===== src/hw/anps_pkg.sv =====
package anps_pkg;

    // ***************************************************
    // register indices, byte address is four times these
    // ***************************************************
    localparam logic [5:0] IDX_NEXT_PAGE  = 6'h05;
    localparam logic [5:0] IDX_EXPANSION  = 6'h06;
    localparam logic [5:0] IDX_IRQ_STATUS = 6'h08;
    localparam logic [5:0] IDX_IRQ_MASK   = 6'h09;

    // ***************************************************
    // field positions
    // ***************************************************
    localparam int NP_REQ_BIT   = 15;
    localparam int ACK_BIT      = 14;
    localparam int MSG_PAGE_BIT = 13;
    localparam int COMPLY_BIT   = 12;
    localparam int TOGGLE_BIT   = 11;
    localparam int CODE_MSB     = 10;
    localparam int PDF_BIT      = 4;
    localparam int LP_NP_BIT    = 3;
    localparam int LOC_NP_BIT   = 2;
    localparam int PAGE_RX_BIT  = 1;
    localparam int LP_AN_BIT    = 0;
    localparam int IRQ_PAGE_BIT = 0;
    localparam int IRQ_PDF_BIT  = 1;

    // ***************************************************
    // reset values
    // ***************************************************
    localparam logic [15:0] NEXT_PAGE_RST = 16'h0000;
    localparam logic        LOCAL_NP_RST  = 1'b1;
    localparam logic [1:0]  IRQ_MASK_RST  = 2'h0;
    localparam logic [1:0]  IRQ_STAT_RST  = 2'h0;

endpackage : anps_pkg


===== src/hw/anps_wb_slave.sv =====
`timescale 1ns/1ps
// ***************************************************
// classic wishbone handshake
// ***************************************************
module anps_wb_slave
(
    input  wire logic sys_clk_i,
    input  wire logic rstn_i,
    input  wire logic wb_cyc_i,
    input  wire logic wb_stb_i,
    output logic      wb_ack_o,
    output logic      req_o
);
    import anps_pkg::*;

    typedef struct packed {
        logic ack;
    } anps_wbs_st_t;

    anps_wbs_st_t st_ff;
    anps_wbs_st_t nxt_st;

    // one access per request; ack drops the cycle after it rose
    always_comb
    begin
        nxt_st     = st_ff;
        nxt_st.ack = wb_cyc_i & wb_stb_i & ~st_ff.ack;
    end

    always_ff @(posedge sys_clk_i or negedge rstn_i)
    begin
        if (!rstn_i)
            st_ff <= '0;
        else
            st_ff <= nxt_st;
    end

    assign wb_ack_o = st_ff.ack;
    // request is taken only in the cycle before ack rises
    assign req_o    = wb_cyc_i & wb_stb_i & ~st_ff.ack;

    chk_ack_single_pulse: assert property (
        @(posedge sys_clk_i) disable iff (!rstn_i)
        st_ff.ack |=> !st_ff.ack)
        else $error("ack held longer than one cycle");

endmodule : anps_wb_slave


===== src/hw/anps_page_capture.sv =====
`timescale 1ns/1ps
// ***************************************************
// atomic capture of received link code words
// ***************************************************
module anps_page_capture
(
    input  wire logic        sys_clk_i,
    input  wire logic        rstn_i,
    input  wire logic        page_strobe_i,
    input  wire logic        page_is_next_i,
    input  wire logic [15:0] page_word_i,
    output logic      [15:0] np_word_o,
    output logic             partner_next_page_capable_o
);
    import anps_pkg::*;

    typedef struct packed {
        logic [15:0] np_word;
        logic        lp_np;
    } anps_cap_st_t;

    anps_cap_st_t st_ff;
    anps_cap_st_t nxt_st;

    // whole word loads in one edge so a read never sees a mix
    always_comb
    begin
        nxt_st = st_ff;
        if (page_strobe_i && page_is_next_i)
            nxt_st.np_word = page_word_i;
        // partner next-page ability comes from the base page
        if (page_strobe_i && !page_is_next_i)
            nxt_st.lp_np = page_word_i[NP_REQ_BIT];
    end

    always_ff @(posedge sys_clk_i or negedge rstn_i)
    begin
        if (!rstn_i)
        begin
            st_ff.np_word <= NEXT_PAGE_RST;
            st_ff.lp_np   <= 1'b0;
        end
        else
            st_ff <= nxt_st;
    end

    assign np_word_o                   = st_ff.np_word;
    assign partner_next_page_capable_o = st_ff.lp_np;

    chk_np_word_load: assert property (
        @(posedge sys_clk_i) disable iff (!rstn_i)
        page_strobe_i && page_is_next_i
        |=> st_ff.np_word == $past(page_word_i))
        else $error("next page word not captured whole");

    chk_ack_from_word: assert property (
        @(posedge sys_clk_i) disable iff (!rstn_i)
        page_strobe_i && page_is_next_i
        |=> st_ff.np_word[ACK_BIT] == $past(page_word_i[ACK_BIT]))
        else $error("partner acknowledge not taken from word");

    chk_np_hold: assert property (
        @(posedge sys_clk_i) disable iff (!rstn_i)
        !(page_strobe_i && page_is_next_i) |=> $stable(st_ff.np_word))
        else $error("next page word changed without a page");

    chk_lp_np_base: assert property (
        @(posedge sys_clk_i) disable iff (!rstn_i)
        page_strobe_i && !page_is_next_i
        |=> st_ff.lp_np == $past(page_word_i[NP_REQ_BIT]))
        else $error("partner next page ability wrong");

endmodule : anps_page_capture


===== src/hw/anps_top.sv =====
`timescale 1ns/1ps
// ***************************************************
// auto-negotiation next page and expansion status
// ***************************************************
module anps_top
(
    input  wire logic        sys_clk_i,
    input  wire logic        rstn_i,
    // wishbone slave
    input  wire logic        wb_cyc_i,
    input  wire logic        wb_stb_i,
    input  wire logic        wb_we_i,
    input  wire logic [7:0]  wb_adr_i,
    input  wire logic [3:0]  wb_sel_i,
    input  wire logic [31:0] wb_dat_i,
    output logic      [31:0] wb_dat_o,
    output logic             wb_ack_o,
    // arbitration side
    input  wire logic        page_strobe_i,
    input  wire logic        page_is_next_i,
    input  wire logic [15:0] page_word_i,
    input  wire logic        par_fault_i,
    input  wire logic        partner_an_capable_i,
    input  wire logic        local_np_strap_i,
    output logic             irq_o
);
    import anps_pkg::*;

    // ***************************************************
    // state
    // ***************************************************
    typedef struct packed {
        logic [31:0] dat;
        logic        parallel_detect_fault;
        logic        lp_an;
        logic        local_np;
        logic        strap_done;
        logic        page_rx;
        logic [1:0]  irq_stat;
        logic [1:0]  irq_mask;
        logic        irq;
    } anps_top_st_t;

    anps_top_st_t st_ff;
    anps_top_st_t nxt_st;

    logic        req;
    logic [5:0]  idx;
    logic        rd_exp;
    logic        wr_lane0;
    logic [15:0] np_word;
    logic        lp_np;
    logic [15:0] exp_val;
    logic [1:0]  irq_ev;
    logic [31:0] rd_val;

    // ***************************************************
    // submodules
    // ***************************************************
    anps_wb_slave u_wbs
    (
        .sys_clk_i (sys_clk_i),
        .rstn_i    (rstn_i),
        .wb_cyc_i  (wb_cyc_i),
        .wb_stb_i  (wb_stb_i),
        .wb_ack_o  (wb_ack_o),
        .req_o     (req)
    );

    anps_page_capture u_cap
    (
        .sys_clk_i                   (sys_clk_i),
        .rstn_i                      (rstn_i),
        .page_strobe_i               (page_strobe_i),
        .page_is_next_i              (page_is_next_i),
        .page_word_i                 (page_word_i),
        .np_word_o                   (np_word),
        .partner_next_page_capable_o (lp_np)
    );

    // ***************************************************
    // decode
    // ***************************************************
    // low two address bits ignored, every register is a word
    assign idx      = wb_adr_i[7:2];
    assign rd_exp   = req & ~wb_we_i & (idx == IDX_EXPANSION);
    assign wr_lane0 = req & wb_we_i & wb_sel_i[0];

    // expansion view, reserved upper bits tied low
    always_comb
    begin
        exp_val              = 16'h0000;
        exp_val[PDF_BIT]     = st_ff.parallel_detect_fault;
        exp_val[LP_NP_BIT]   = lp_np;
        exp_val[LOC_NP_BIT]  = st_ff.local_np;
        exp_val[PAGE_RX_BIT] = st_ff.page_rx;
        exp_val[LP_AN_BIT]   = st_ff.lp_an;
    end

    // read mux; unmapped words read zero and still ack
    always_comb
    begin
        rd_val = 32'h0000_0000;
        case (idx)
            IDX_NEXT_PAGE:  rd_val[15:0] = np_word;
            IDX_EXPANSION:  rd_val[15:0] = exp_val;
            IDX_IRQ_STATUS: rd_val[1:0]  = st_ff.irq_stat;
            IDX_IRQ_MASK:   rd_val[1:0]  = st_ff.irq_mask;
            default:        rd_val       = 32'h0000_0000;
        endcase
    end

    // interrupt events: page arrival and fault onset
    assign irq_ev[IRQ_PAGE_BIT] = page_strobe_i;
    assign irq_ev[IRQ_PDF_BIT]  = par_fault_i & ~st_ff.parallel_detect_fault;

    // ***************************************************
    // next state
    // ***************************************************
    always_comb
    begin
        nxt_st = st_ff;
        // level status follows arbitration outputs
        nxt_st.parallel_detect_fault   = par_fault_i;
        nxt_st.lp_an = partner_an_capable_i;
        // strap sampled once, first clock after reset release
        if (!st_ff.strap_done)
        begin
            nxt_st.local_np   = local_np_strap_i;
            nxt_st.strap_done = 1'b1;
        end
        // arrival beats the clear-on-read in the same cycle
        if (page_strobe_i)
            nxt_st.page_rx = 1'b1;
        else if (rd_exp)
            nxt_st.page_rx = 1'b0;
        // status write-one-to-clear, a new event wins
        if (wr_lane0 && idx == IDX_IRQ_STATUS)
            nxt_st.irq_stat = st_ff.irq_stat & ~wb_dat_i[1:0];
        nxt_st.irq_stat = nxt_st.irq_stat | irq_ev;
        if (wr_lane0 && idx == IDX_IRQ_MASK)
            nxt_st.irq_mask = wb_dat_i[1:0];
        // read data captured on the request cycle with ack
        if (req && !wb_we_i)
            nxt_st.dat = rd_val;
        nxt_st.irq = |(nxt_st.irq_stat & nxt_st.irq_mask);
    end

    // ***************************************************
    // registers
    // ***************************************************
    always_ff @(posedge sys_clk_i or negedge rstn_i)
    begin
        if (!rstn_i)
        begin
            st_ff            <= '0;
            st_ff.local_np   <= LOCAL_NP_RST;
            st_ff.irq_mask   <= IRQ_MASK_RST;
            st_ff.irq_stat   <= IRQ_STAT_RST;
        end
        else
            st_ff <= nxt_st;
    end

    assign wb_dat_o = st_ff.dat;
    assign irq_o    = st_ff.irq;

    // ***************************************************
    // checks
    // ***************************************************
    chk_page_rx_set: assert property (
        @(posedge sys_clk_i) disable iff (!rstn_i)
        page_strobe_i |=> st_ff.page_rx)
        else $error("page received flag not set");

    chk_page_rx_cor: assert property (
        @(posedge sys_clk_i) disable iff (!rstn_i)
        rd_exp && !page_strobe_i |=> !st_ff.page_rx)
        else $error("page received flag not cleared by read");

    chk_set_beats_clear: assert property (
        @(posedge sys_clk_i) disable iff (!rstn_i)
        rd_exp && page_strobe_i |=> st_ff.page_rx)
        else $error("arrival lost against clear on read");

    chk_exp_reserved: assert property (
        @(posedge sys_clk_i) disable iff (!rstn_i)
        rd_exp |=> wb_ack_o && wb_dat_o[31:5] == 27'h0)
        else $error("expansion reserved bits not zero");

    chk_pdf_follow: assert property (
        @(posedge sys_clk_i) disable iff (!rstn_i)
        rd_exp ##0 st_ff.parallel_detect_fault |=> wb_dat_o[PDF_BIT])
        else $error("fault bit not reported");

    chk_lp_an_read: assert property (
        @(posedge sys_clk_i) disable iff (!rstn_i)
        rd_exp |=> wb_dat_o[LP_AN_BIT] == $past(st_ff.lp_an)
            && st_ff.lp_an == $past(partner_an_capable_i))
        else $error("partner autoneg ability wrong");

    chk_local_np_rst: assert property (
        @(posedge sys_clk_i) disable iff (!rstn_i)
        !st_ff.strap_done |-> st_ff.local_np
            ##1 st_ff.local_np == $past(local_np_strap_i)
            ##1 $stable(st_ff.local_np))
        else $error("local next page ability wrong after reset");

    chk_np_read: assert property (
        @(posedge sys_clk_i) disable iff (!rstn_i)
        req && !wb_we_i && idx == IDX_NEXT_PAGE
        |=> wb_ack_o && wb_dat_o[15:0] == $past(np_word)
            && wb_dat_o[31:16] == 16'h0000)
        else $error("next page word read wrong");

    chk_irq_stat_set: assert property (
        @(posedge sys_clk_i) disable iff (!rstn_i)
        page_strobe_i |=> st_ff.irq_stat[IRQ_PAGE_BIT]
            && (irq_o == |(st_ff.irq_stat & st_ff.irq_mask)))
        else $error("interrupt status or level wrong");

    // ***************************************************
    // checks: bus handshake
    // ***************************************************
    // ack is the registered request, so it never runs ahead of cyc
    chk_ack_after_req: assert property (
        @(posedge sys_clk_i) disable iff (!rstn_i)
        req
        |=> wb_ack_o)
        else $error("request not acknowledged");

    chk_ack_needs_req: assert property (
        @(posedge sys_clk_i) disable iff (!rstn_i)
        !req
        |=> !wb_ack_o)
        else $error("ack given without a request");

    chk_dat_hold: assert property (
        @(posedge sys_clk_i) disable iff (!rstn_i)
        !(req && !wb_we_i)
        |=> $stable(wb_dat_o))
        else $error("read data changed without a read");

    chk_unmapped_zero: assert property (
        @(posedge sys_clk_i) disable iff (!rstn_i)
        req && !wb_we_i && idx != IDX_NEXT_PAGE && idx != IDX_EXPANSION
            && idx != IDX_IRQ_STATUS && idx != IDX_IRQ_MASK
        |=> wb_dat_o == 32'h0000_0000)
        else $error("unmapped word did not read zero");

    // ***************************************************
    // checks: status levels
    // ***************************************************
    // levels lag their inputs by one edge, never more
    chk_pdf_level: assert property (
        @(posedge sys_clk_i) disable iff (!rstn_i)
        1'b1
        |=> st_ff.parallel_detect_fault == $past(par_fault_i))
        else $error("fault bit does not follow its input");

    chk_lp_an_level: assert property (
        @(posedge sys_clk_i) disable iff (!rstn_i)
        1'b1
        |=> st_ff.lp_an == $past(partner_an_capable_i))
        else $error("partner autoneg bit does not follow input");

    chk_lp_np_read: assert property (
        @(posedge sys_clk_i) disable iff (!rstn_i)
        rd_exp
        |=> wb_dat_o[LP_NP_BIT] == $past(lp_np))
        else $error("partner next page ability read wrong");

    chk_page_rx_hold: assert property (
        @(posedge sys_clk_i) disable iff (!rstn_i)
        !page_strobe_i && !rd_exp
        |=> $stable(st_ff.page_rx))
        else $error("page received flag changed on its own");

    chk_local_np_keep: assert property (
        @(posedge sys_clk_i) disable iff (!rstn_i)
        st_ff.strap_done
        |=> $stable(st_ff.local_np))
        else $error("local next page ability changed after strap");

    // ***************************************************
    // checks: interrupts
    // ***************************************************
    // a fault that stays high raises one event, not one per cycle
    chk_fault_onset: assert property (
        @(posedge sys_clk_i) disable iff (!rstn_i)
        par_fault_i && !st_ff.parallel_detect_fault
        |=> st_ff.irq_stat[IRQ_PDF_BIT])
        else $error("fault onset did not set status");

    chk_mask_write: assert property (
        @(posedge sys_clk_i) disable iff (!rstn_i)
        wr_lane0 && idx == IDX_IRQ_MASK
        |=> st_ff.irq_mask == $past(wb_dat_i[1:0]))
        else $error("interrupt mask not written");

    chk_w1c_clear: assert property (
        @(posedge sys_clk_i) disable iff (!rstn_i)
        wr_lane0 && idx == IDX_IRQ_STATUS
        |=> (st_ff.irq_stat & $past(wb_dat_i[1:0] & ~irq_ev)) == 2'h0)
        else $error("interrupt status not cleared by write");

endmodule : anps_top


===== config.mk =====
export PLATFORM = sky130hd
export DESIGN_NAME = anps_top
export DESIGN_NICKNAME = d
export VERILOG_FILES = /design/src/hw/anps_pkg.sv /design/src/hw/anps_wb_slave.sv /design/src/hw/anps_page_capture.sv /design/src/hw/anps_top.sv
export SDC_FILE = /design/constraint.sdc
export NUM_CORES = 1
export LEC_CHECK = 0
export BUFFER_PORTS_ARGS = -buffer_cell sky130_fd_sc_hd__buf_4
export CELL_PAD_IN_SITES_DETAIL_PLACEMENT = 1
export CELL_PAD_IN_SITES_GLOBAL_PLACEMENT = 1
export CORE_ASPECT_RATIO = 1.1
export CORE_MARGIN = 5
export CORE_UTILIZATION = 34
export DETAILED_ROUTE_END_ITERATION = 10
export PLACE_DENSITY_LB_ADDON = 0.1
export SYNTH_ARGS = -nofsm -noshare
export SYNTH_HDL_FRONTEND = slang
export SYNTH_HIERARCHICAL = 1
export SYNTH_SLANG_ARGS = --single-unit
export TNS_END_PERCENT = 100

===== constraint.sdc =====
create_clock -name sys_clk_i -period 1.8 [get_ports sys_clk_i]
set_input_delay 0.09 -clock sys_clk_i [delete_from_list [all_inputs] [get_ports sys_clk_i]]
set_output_delay 0.09 -clock sys_clk_i [all_outputs]
set_load 0.01 [all_outputs]

# After elaboration in Yosys (flattened, before gate mapping)
# Index checks and enable logic that the tools add are counted.
dict set report totals {
  register_bits 44
  elab_cells 45
  input_bits 70
}
dict set report op_classes {
  bitwise 14
  n_eq_ne 4
  reduce_logical 9
  n_mux 6
}
# cell n
set ops {}
lappend ops {{one-hot mux 14 bit (2 select lines)} 1}
lappend ops {{equality test 6 x 3 -> 1 bit, second input constant} 2}
lappend ops {{equality test 6 x 4 -> 1 bit, second input constant} 2}
lappend ops {{one-hot mux 2 bit (4 select lines)} 1}
lappend ops {{bitwise AND 1 bit} 7}
lappend ops {{logical AND 1 bit} 5}
lappend ops {{bitwise AND 2 bit} 2}
lappend ops {{2-to-1 mux 2 bit} 2}
lappend ops {{inverter 1 bit} 3}
lappend ops {{zero test 1 bit} 2}
lappend ops {{2-to-1 mux 1 bit} 2}
lappend ops {{inverter 2 bit} 1}
lappend ops {{OR 2 bit} 1}
lappend ops {{nonzero test 2 bit} 1}
lappend ops {{OR reduction 2 bit} 1}

# Logic depth before layout (Yosys ltp)
# Gate-level depths: netlist (run 1).
dict set report logic_depth {
  depth_word 9
  ltp_mapped 6
  mapped_depth_nobuf 5
}

# By module
# Netlist (run 1), hierarchy kept.
# module area_per_inst_um2 n_inst seq_area_each_um2 cells_each
set by_module_without_submodules {}
lappend by_module_without_submodules {anps_top 1462.7 1 651.9 158}
lappend by_module_without_submodules {anps_page_capture 691.9 1 425.4 37}
lappend by_module_without_submodules {anps_wb_slave 33.8 1 25.0 2}

# Worst setup path after synthesis (run 1)
# OpenSTA, ideal clock, no wires.
dict set report synth_timing {
  kind {register to register}
  start {register u_wbs.st_ff, in the netlist u_wbs/wb_ack_o}
  end {register st_ff, in the netlist wb_dat_o[13]}
  setup_ns 0.083
  slack_ns 0.242
  period_less_slack_ns 1.558
  t_arrival_ns 1.475
  stages_incl_launch_ff 7
  path_cell_list {dfrtp_1 and3b_1 nor2b_1 clkbuf_1 clkbuf_1 nand2_1 o21ai_0}
}
dict set report synth_between {
  elab_chain_cells 3
}
# element line_no
set synth_lines {}
lappend synth_lines {{from (decl)} anps_wb_slave.sv:20} ;# anps_wbs_st_t st_ff;
lappend synth_lines {{from (signal assigned)} anps_wb_slave.sv:35} ;# st_ff <= nxt_st;
lappend synth_lines {{inverter 1 bit} anps_wb_slave.sv:40} ;# assign req_o = wb_cyc_i & wb_stb_i & ~st_ff.ack;
lappend synth_lines {{bitwise AND 1 bit} anps_wb_slave.sv:40}
lappend synth_lines {{named net req} anps_top.sv:47} ;# logic req;
lappend synth_lines {{logical AND 1 bit} anps_top.sv:144} ;# if (req && !wb_we_i)
lappend synth_lines {{to (signal assigned)} anps_top.sv:162} ;# st_ff <= nxt_st;
lappend synth_lines {{to (decl)} anps_top.sv:44} ;# anps_top_st_t st_ff;
# The timed path passes the listed nets, and every way through them passes these cells.
# A chain may end at the register's enable or synchronous reset.

==> impl_results.md, run 1 <==
* Antenna Nets Post-Route at 0
* Top_reg_cell synth: dfrtp_1
* Synth warn at 6
* Clock Path Buffers at 2
* Share of cells above drive strength 1 at 0.363
* Reg2Reg Launch Point: u_wbs/wb_ack_o
* PortBufs at 52
* Via count at 1467
* Hold_sp: page_word_i[13]
* Post-synth EDFFs at 0
* Synth top area cells: dfrtp_1 (49%), buf_4 (11%), mux2_4 (6.9%), nand2_1 (4.5%), mux2_2 (4.1%)
* Clk sinks at 44
* Status: complete, no violations
* Number of diodes at 0
* Clk Latency, worst-skew pair at 0.29 ns
* Fillers at 718
* Asr flop ratio synth at 1.00
* Syn avg cell area at 11.1 µm²
* Worst-Margin Slew at 0.575 ns
* CP Class: reg2reg
* Post-layout util at 0.419
* Total CTS buffers at 5
* Worst EP required at 1.97 ns
* Postcts setup bufs at 0
* Largest net degree at the start of global routing at 45
* Leak at 1.22 nW
* TritonRoute pass-1 iters at 2
* Dominant cell type by area after synthesis: dfrtp_1
* Top Ports at 104
* Data arrival, critical path at 1.80 ns
* Final worst path period share at 0.903
* R2r endpoint: st_ff[2]
* Cells after synthesis at 197
* Vias per cell at 4.63
* Hold Crit Depth at 2
* Layout area overhead at 19.3%
* HP Class: in2reg
* Reg clk slew, reported paths at 0.08 ns
* Fin. Hold Viols at 0
* CP Capture Type: register
* MaxCap Viol Count at 0
* Final RePlAce weighted congestion at 0.706
* R2r setup slk at 0.18 ns
* Site Rows at 30
* Post-synthesis instance area at 2190 µm²
* P per Cell Area at 832 nW/µm²
* WL/cell at 15.2 µm
* Fmax at 615 MHz
* Area of the multi-input gates at 846 µm²
* DPL Wire Length at 3560 µm
* Hold Crit Endpoint: u_cap/np_word_o[13]
* CTS tree: yes
* Number of synthesized register bits at 44
* Sequential fraction of the synthesis area at 0.504
* Min Tclk post-route at 1.62 ns
* Worst slew margin at 0.616
* VDD IR max at 0.342 mV
* R2R depth at 5
* Die H at 94.1 µm
* Die width at 86.5 µm
* Share of the synthesized area in the top cell type at 0.492
* Crit path max fanout at 5
* Worst clock skew at 0.00540 ns
* Die area at 8140 µm²
* Initial Utilization at 0.351
* Initial antenna violation count at 0
* RSZ-0062 raised after global routing: false
* Iter 0 DRT Violations at 35
* DRC viols at 0
* Final #Nets at 306
* GRT Total Usage at 0.121
* Setup TNS at 0 ns
* Vias in the first global route at 1554
* GR Overflow Total at 0
* Clock Tree Root: clkbuf_8
* Register area at 1100 µm²
* Core box area at 6230 µm²
* Startpoint type of the worst setup path: register
* First-pass GRT wire length at 7660 µm
* Max-slew violation count at 0
* CTS H-tree lvls at 2
* Post-Route WL at 4810 µm
* Final setup violating endpoints at 0
* Synth unique cells at 38
==> sequential cells by signal, indices dropped and copies added (netlist names) <==
register	count
u_cap/np_word_o	16
u_cap/partner_next_page_capable_o	1
wb_dat_o	16
exp_val	4
st_ff	5
u_wbs/wb_ack_o	1
irq_o	1
==> worst max-delay path by stage <==
stage,cells past startpoint,start,end
2_1_floorplan,6,u_wbs/wb_ack_o,wb_dat_o[13]
3_3_place_gp,5,u_wbs/wb_ack_o,st_ff[1]
3_5_place_dp,5,u_wbs/wb_ack_o,st_ff[2]
4_1_cts,5,u_wbs/wb_ack_o,st_ff[2]
5_1_grt,5,u_wbs/wb_ack_o,st_ff[2]
6_report,5,u_wbs/wb_ack_o,st_ff[2]
==> worst max-delay path: stages (launching register included) <==
cell and delay [ns]:
dfrtp_1 0.38, and3b_1 0.29, nand3_1 0.14, nor3_4 0.27, nand2_2 0.11, mux2_1 0.32
==> cell usage after synthesis (2+ instances only) <==
master    instances
nor2b_1           3
inv_1             2
buf_4            32
clkbuf_1          5
nand2b_1          4
a31o_2            2
nand3b_1          2
nand2_1          26
a221oi_1          5
dfrtp_1          43
o22ai_1           3
conb_1            2
a21o_1            3
mux2_4           10
nor3_1            2
o21ai_0          13
mux2_2            8
nor2_1            8
mux2i_1           4
mux2_1            2
==> repair_timing <==
action / in CTS / in global routing
hold endpoints to repair: 45 / 0
resized for setup: 0 / 0
hold buffers: 3 / 0
==> layer usage <==
metal | routed length, µm | vias up | global-route usage
met1 | 2000 | 723 | 0.145
met3 | 252 | 7 | 0.0289
met2 | 2490 | 38 | 0.210
met5 | 0 | - | 0
li1 | - | 699 | -
met4 | 64 | 0 | 0.0390
==> cell type report <==
type | count | share of cell area
Sequential cell | 44 | 0.422
Multi-Input combinational cell | 126 | 0.324
Timing Repair Buffer | 57 | 0.172
Tap cell | 80 | 0.0384
Clock buffer | 7 | 0.0292
Clock inverter | 1 | 0.0115
Inverter | 2 | 0.00288
==> layout by cell type, fill, tap and decap left out, drive strengths merged, types with 2 or more instances in the layout <==
| cell type | instances |
|---|---|
| a21o | 3 |
| a221oi | 5 |
| a31o | 2 |
| buf | 54 |
| clkbuf | 7 |
| conb | 17 |
| dfrtp | 43 |
| dlygate4sd3 | 3 |
| inv | 2 |
| mux2 | 20 |
| mux2i | 4 |
| nand2 | 28 |
| nand2b | 4 |
| nand3b | 2 |
| nor2 | 8 |
| nor2b | 3 |
| nor3 | 3 |
| o21ai | 13 |
| o22ai | 3 |
| or3 | 2 |
==> stage by stage <==
stage | hold slack [ns] | area [µm²] | power (W) | worst slack (ns) | std cells
2_1_floorplan | -0.206 | 2240 | 0.00134 | 0.242 | 212
3_3_place_gp | 0.133 | 2470 | 0.00143 | 0.167 | 306
3_5_place_dp | 0.138 | 2470 | 0.00144 | 0.160 | 306
4_1_cts | 0.0137 | 2610 | 0.00221 | 0.151 | 317
5_1_grt | 0.0143 | 2610 | 0.00227 | 0.00550 | 317
6_report | 0.0253 | 2610 | 0.00217 | 0.175 | 317
==> where the power goes <==
group	switching [W]	total, W	internal [W]
logic	0.000135	0.000308	0.000173
clock network	0.000335	0.000751	0.000416
registers	0.0000431	0.00111	0.00107
==> logic make-up (layout without fill, tap and decap cells) <==
| group | after synthesis | in the layout | synth area share |
|---|---|---|---|
| AND/OR/NAND/NOR | 57 | 57 | 0.137 |
| flip-flops | 44 | 44 | 0.504 |
| buffers and inverters | 42 | 67 | 0.136 |
| AO/OA/AOI/OAI | 28 | 28 | 0.0823 |
| multiplexers | 24 | 24 | 0.138 |
| other | 2 | 17 | 0.00343 |
No activity file was read; power rests on OpenSTA's default activity.
==> run 2, diff against run 1 <==
Settings changed: CORE_UTILIZATION 34 to 35, CTS_BUF_LIST from default to sky130_fd_sc_hd__clkbuf_4, HOLD_SLACK_MARGIN from default to 0.02.
==> run 2 against run 1 <==
  * Register-to-register slack about the same
  * Clock power decreased by 37%
  * Hold slack improved by 0.072 ns
  * Worst setup slack improved by 0.00056 ns
  * Core utilization increased by 3.2 points
  * Sequential share of layout area decreased by 2.3 points
==> impl_results.md, run 2 (same netlist as run 1, synthesis figures left out) <==
* Total CTS buffers at 5 (unchanged)
* Iter 0 DRT Violations at 21 (-40%)
* Fin. Hold Viols at 0 (unchanged)
* Initial Utilization at 0.358 (+0.00646)
* Post-Route WL at 4860 µm (+1.1%)
* Setup TNS at 0 ns (unchanged)
* Clk Latency, worst-skew pair at 0.35 ns (+0.06 ns)
* CTS H-tree lvls at 2 (unchanged)
* Final setup violating endpoints at 0 (unchanged)
* Dpl cells at 306 (unchanged)
* Most frequent cells in the layout: buf_4 (53), dfrtp_1 (43), nand2_1 (26)
* Core box area at 6120 µm² (-1.8%)
* P per Cell Area at 698 nW/µm² (-16%)
* RSZ-0062 raised after global routing: false
* Vias in the first global route at 1667 (+7.3%)
* Clock share of power at 0.244 (-0.102)
* CTS tree: yes
* Fillers at 699 (-2.6%)
* Top Ports at 104 (unchanged)
* Largest net degree at the start of global routing at 45 (unchanged)
* Clock Path Buffers at 2 (unchanged)
* Die H at 92.9 µm (-1.3%)
* Initial antenna violation count at 0 (unchanged)
* Vias per cell at 4.45 (-3.9%)
* Sw Ratio at 0.255 (+0.0188)
* Hold Crit Depth at 2 (unchanged)
* Site Rows at 30 (unchanged)
* DPL Wire Length at 3550 µm (about the same)
* TritonRoute pass-1 iters at 3 (+1)
* Final worst path period share at 0.902 (about the same)
* Leak at 1.28 nW (+4.9%)
* Worst slew margin at 0.623 (+0.00640)
* VDD IR max at 0.376 mV (+10%)
* Max-slew violation count at 0 (unchanged)
* Postcts setup bufs at 0 (unchanged)
* Layout area overhead at 26.1%
* Min Tclk post-route at 1.62 ns (-0.000563 ns)
* P_int at 0.00144 W (-13%)
* Share of cells above drive strength 1 at 0.339 (-0.0243)
* First-pass GRT wire length at 8100 µm (+5.8%)
* Status: complete, no violations
* HP Class: in2reg
* Register area at 1100 µm² (unchanged)
* Antenna Nets Post-Route at 0 (unchanged)
* WHS at 0.0977 ns (+0.0724 ns)
* GRT Total Usage at 0.131 (+0.0105)
* Sequential power share at 0.579 (+0.067)
* Clk sinks at 44 (unchanged)
* Area of the multi-input gates at 846 µm² (unchanged)
* Clock Tree Root: clkbuf_4
* Pwr Total at 0.00193 W (-11%)
* Crit path max fanout at 5 (unchanged)
* MaxCap Viol Count at 0 (unchanged)
* Number of diodes at 0 (unchanged)
* Fmax at 616 MHz (about the same)
* Commonest non-fill, non-tap cell in the layout: buf_4
* Comb pwr share at 0.177 (+0.035)
* Via count at 1499 (+2.2%)
* Final #Nets at 326 (+6.5%)
* Switching pwr at 0.000492 W (-4.2%)
* PortBufs at 52 (unchanged)
* Startpoint type of the worst setup path: register
* GR Overflow Total at 0 (unchanged)
* Final RePlAce weighted congestion at 0.755 (+6.9%)
* CP Capture Type: register
* Data arrival, critical path at 1.86 ns (+0.06 ns)
* CP Class: reg2reg
* Worst clock skew at 0.0113 ns (+0.00586 ns)
* Die area at 7940 µm² (-2.5%)
* DRC viols at 0 (unchanged)
* Die width at 85.4 µm (-1.3%)
* Reg clk slew, reported paths at 0.11 ns (+0.03 ns)
* Non-Filler Instances at 337 (+6.3%)
* WL/cell at 14.4 µm (-4.9%)
* Worst EP required at 2.03 ns (+0.06 ns)
* Worst-Margin Slew at 0.566 ns (-0.00961 ns)
* R2R depth at 5 (unchanged)
==> run 2: cell types whose count changed in the layout (fill, tap and decap cells not counted), sizes merged <==
cell and change:
clkbuf -1, clkinvlp +1, bufinv -1, clkinv +1, dlygate4sd3 +20
==> run 2: final timing paths <==
check | slack [ns] | endpoint | start
max | 0.18 | st_ff[1] | u_wbs/wb_ack_o
max reg2reg | 0.18 | st_ff[1] | u_wbs/wb_ack_o
min | 0.1 | u_wbs/wb_ack_o | wb_cyc_i
min reg2reg | 0.49 | wb_dat_o[8] | wb_dat_o[8]
min in group asynchronous | 0.26 | u_cap/np_word_o[8] | rstn_i
max in group asynchronous | 1.15 | u_wbs/wb_ack_o | rstn_i
==> run 2: critical path, cell delays in order, from the launching register on <==
cell and delay [ns]:
dfrtp_1 0.39, and3b_1 0.29, nand3_1 0.13, nor3_4 0.28
nand2_2 0.11, mux2_1 0.31
==> run 2: layer usage <==
| layer | wire length, µm | vias to the layer above | global-route usage |
|---|---|---|---|
| li1 | - | 737 | - |
| met1 | 2000 | 723 | 0.152 |
| met2 | 2590 | 32 | 0.237 |
| met3 | 200 | 7 | 0.0267 |
| met4 | 72 | 0 | 0.0475 |
| met5 | 0 | - | 0 |
==> run 2: power groups by stage <==
stage                     clock network, W  logic, W  registers, W
after global routing              0.000550  0.000380       0.00113
after floorplan                          0  0.000219       0.00112
after global placement                   0  0.000303       0.00113
after CTS                         0.000503  0.000348       0.00112
final                             0.000470  0.000342       0.00112
after detailed placement                 0  0.000307       0.00114
==> run 2: through the flow <==
| step | utilization | worst slack, ns | area (µm²) |
|---|---|---|---|
| floorplan | - | 0.242 | 2240 |
| global placement | 0.404 | 0.162 | 2470 |
| detailed placement | 0.404 | 0.156 | 2470 |
| CTS | 0.451 | 0.143 | 2760 |
| global route | 0.451 | 0.0212 | 2760 |
| finish | 0.451 | 0.176 | 2760 |
==> run 2: repair_timing <==
item                                   CTS  global route
hold buffers                            23             0
setup endpoints to repair                0             0
endpoints found under the hold margin   67             0
resized for setup                        0             0
==> run 2: final cells by class <==
cell class,count,area share
flip-flops and latches,44,0.399
well taps,80,0.0363
clock buffers,6,0.0163
inverters,2,0.00272
clock inverters,2,0.00408
repair buffers,77,0.235
multi-input cells,126,0.306
==> run 3, diff against run 2 <==
Settings changed: ABC_AREA from default to 1.
==> run 3 against run 2 <==
  * Combinational power is 15% lower
  * Synthesized cell count is 32% higher
  * Hold slack worse by 0.0092 ns
  * Clock skew is 0.0027 ns higher
  * Register-to-register slack better by 0.21 ns
  * Synthesized area is 5.9% higher
  * Flip-flop and latch count stayed put
  * Critical path type unchanged
  * Critical endpoint is now wb_dat_o[4]
==> impl_results.md, run 3 <==
* Sequential power share at 0.544 (-0.035)
* Number of diodes at 0 (unchanged)
* Die H at 95.4 µm (+2.6%)
* Clk Latency, worst-skew pair at 0.36 ns (about the same)
* Final #Nets at 390 (+20%)
* CTS H-tree lvls at 2 (unchanged)
* Die width at 87.6 µm (+2.6%)
* Synth warn at 6 (unchanged)
* Post-synth EDFFs at 0 (unchanged)
* Via count at 1779 (+19%)
* Synth top area cells: dfrtp_1 (46%), nand2_1 (14%), buf_4 (10%), nand3_1 (6.7%), nand3_2 (5.2%)
* Worst EP required at 2.09 ns (+0.06 ns)
* Fmax at 708 MHz (+15%)
* Most frequent cell after synthesis: nand2_1
* R2R depth at 5 (unchanged)
* P_int at 0.00147 W (+2.7%)
* Final RePlAce weighted congestion at 0.761 (+0.85%)
* Site Rows at 31 (+3.3%)
* Worst clock skew at 0.0139 ns (+0.00270 ns)
* Post-synthesis instance area at 2320 µm² (+5.9%)
* Top Usage Layer GRT: met2
* Iter 0 DRT Violations at 64 (+200%)
* P per Cell Area at 697 nW/µm² (-0.14%)
* Crit path cell chain: nor2_2 > nand2_2 > inv_2 > nand3_1 > nand3_1
* Sequential fraction of the synthesis area at 0.475 (-0.0283)
* Clock share of power at 0.312 (+0.068)
* Final setup violating endpoints at 0 (unchanged)
* Initial antenna violation count at 0 (unchanged)
* Number of synthesized register bits at 44 (unchanged)
* MaxCap Viol Count at 0 (unchanged)
* CP Class: reg2reg
* Synth unique cells at 22 (-42%)
* HP Class: in2reg
* GR Util met3 at 0.0294 (+0.00270)
* Die area at 8350 µm² (+5.3%)
* Leak at 1.53 nW (+19%)
* Layout area overhead at 23.9%
* Asr flop ratio synth at 1.00 (unchanged)
* Worst path most repeated cell: nand3_1
* Commonest cells in the netlist: nand2_1 (87), dfrtp_1 (43), buf_4 (32), nand3_1 (31), nand3_2 (12)
* Most frequent cells in the layout: nand2_1 (87), buf_4 (54), dfrtp_1 (43)
* First-pass GRT wire length at 8990 µm (+11%)
* Vias in the first global route at 1912 (+15%)
* Startpoint type of the worst setup path: register
* Commonest non-fill, non-tap cell in the layout: nand2_1
* Largest net degree at the start of global routing at 45 (unchanged)
* Total CTS buffers at 5 (unchanged)
* Core box area at 6520 µm² (+6.5%)
* Clock Path Buffers at 2 (unchanged)
* Clock Tree Root: clkbuf_4
* Status: complete, no violations
* Worst slew margin at 0.619 (-0.00364)
* Clk sinks at 44 (unchanged)
* Min Tclk post-route at 1.41 ns (-0.211 ns)
* PortBufs at 52 (unchanged)
* Sw Ratio at 0.264 (+0.00853)
* Top_reg_cell synth: dfrtp_1
* Crit path max fanout at 16 (+11)
* Max stage delay on crit path at 0.42 ns (+0.03 ns)
* Reg clk slew, reported paths at 0.14 ns (+0.03 ns)
* Top Ports at 104 (unchanged)
* Slowest stage cell on the critical path: dfrtp_1
* Syn avg cell area at 8.92 µm² (-20%)
* Fin. Hold Viols at 0 (unchanged)
* DPL Wire Length at 3770 µm (+6.2%)
* DRC viols at 0 (unchanged)
* CTS tree: yes
* Share of the synthesized area in the top cell type at 0.464 (-0.0276)
* Pwr Total at 0.00200 W (+3.9%)
* Placed Area at 2550 µm² (+3.2%)
* TritonRoute pass-1 iters at 4 (+1)
* Final worst path period share at 0.785 (-0.117)
* Switching pwr at 0.000528 W (+7.4%)
* Met1 Use GR at 0.176 (+0.0245)
* Share of cells above drive strength 1 at 0.299 (-0.0395)
* Post-route design area at 2870 µm² (+4.1%)
* Post-Route WL at 5390 µm (+11%)
* GR Overflow Total at 0 (unchanged)
* Setup TNS at 0 ns (unchanged)
* Cells after synthesis at 260 (+32%)
* Fillers at 776 (+11%)
* Vias per cell at 4.41 (-0.76%)
* Post-cts resize count at 0 (unchanged)
* Comb pwr share at 0.144 (-0.033)
* Crit path depth at 5 (unchanged)
* Max-slew violation count at 0 (unchanged)
* GRT Total Usage at 0.139 (+0.00749)
* Data arrival, critical path at 1.70 ns (-0.16 ns)
* Hold Crit Depth at 3 (+1)
* Antenna Nets Post-Route at 0 (unchanged)
* Dominant cell type by area after synthesis: dfrtp_1
* Worst-Margin Slew at 0.571 ns (+0.00546 ns)
* Initial Utilization at 0.356 (-0.00187)
* CP bufs+invs at 1 (+1)
* WL/cell at 13.4 µm (-7.2%)
* CP Capture Type: register
* Count of hold buffers inserted by post-cts repair at 24 (+4.3%)
* VDD IR max at 0.321 mV (-14%)
* RSZ-0062 raised after global routing: false
* Met2 Usage GRT at 0.236 (-0.00149)
* Delay-heaviest family, CP: simple AND/OR/NAND/NOR gates
* Postcts setup bufs at 0 (unchanged)
-- run 3: metrics by stage --
stage,std cells,utilization,worst slack (ns),hold slack [ns]
after CTS,403,0.441,0.338,0.0759
after global placement,371,0.392,0.379,0.137
after global routing,403,0.441,0.244,0.0836
after floorplan,275,-,0.550,-0.206
final,403,0.441,0.387,0.0884
after detailed placement,371,0.392,0.390,0.136
-- run 3: area by class of cell --
cell class                 instances  area, µm²  share of cell area
clock inverter                     3       42.5              0.0148
inverter                          13       48.8              0.0170
timing repair buffer              78        646               0.225
multi-input combinational        178        893               0.311
clock buffer                       5       37.5              0.0131
sequential                        44       1100               0.384
tap                               82        103              0.0357
-- run 3: worst paths after layout --
path / slack, ns / startpoint / to
worst max register to register: 0.39 / u_wbs/wb_ack_o / wb_dat_o[4]
min in group asynchronous: 0.27 / rstn_i / wb_dat_o[3]
worst min-delay path: 0.09 / page_is_next_i / u_cap/np_word_o[12]
worst min register to register: 0.49 / u_cap/np_word_o[9] / u_cap/np_word_o[9]
max in group asynchronous: 1.15 / rstn_i / wb_dat_o[4]
worst max-delay path: 0.39 / u_wbs/wb_ack_o / wb_dat_o[4]
-- run 3: worst min-delay path, cell delays in order --
cell,delay (ns)
buf_4,0.20
nand3_1,0.09
nand2_1,0.05
-- run 3: kinds of logic (layout without fill, tap and decap cells) --
family          after synthesis  count (layout)  share of synthesized area
simple gates                157             157                      0.346
other cells                   2              17                    0.00324
compound gates                3               3                    0.00647
mux                           1               1                    0.00486
buf+inv                      53              99                      0.164
flops                        44              44                      0.475
-- run 3: layer usage --
layer	wire length, µm	up-vias	part of all wire
li1	-	890	-
met1	2300	841	0.43
met2	2720	43	0.50
met3	298	5	0.055
met4	69	0	0.013
met5	0	-	0
-- run 3: power groups by stage --
stage / clock network (W) / registers [W] / logic (W)
after CTS: 0.000649 / 0.00109 / 0.000294
after detailed placement: 0 / 0.00111 / 0.000253
after floorplan: 0 / 0.00110 / 0.000175
after global routing: 0.000688 / 0.00110 / 0.000325
final: 0.000625 / 0.00109 / 0.000289
after global placement: 0 / 0.00111 / 0.000248
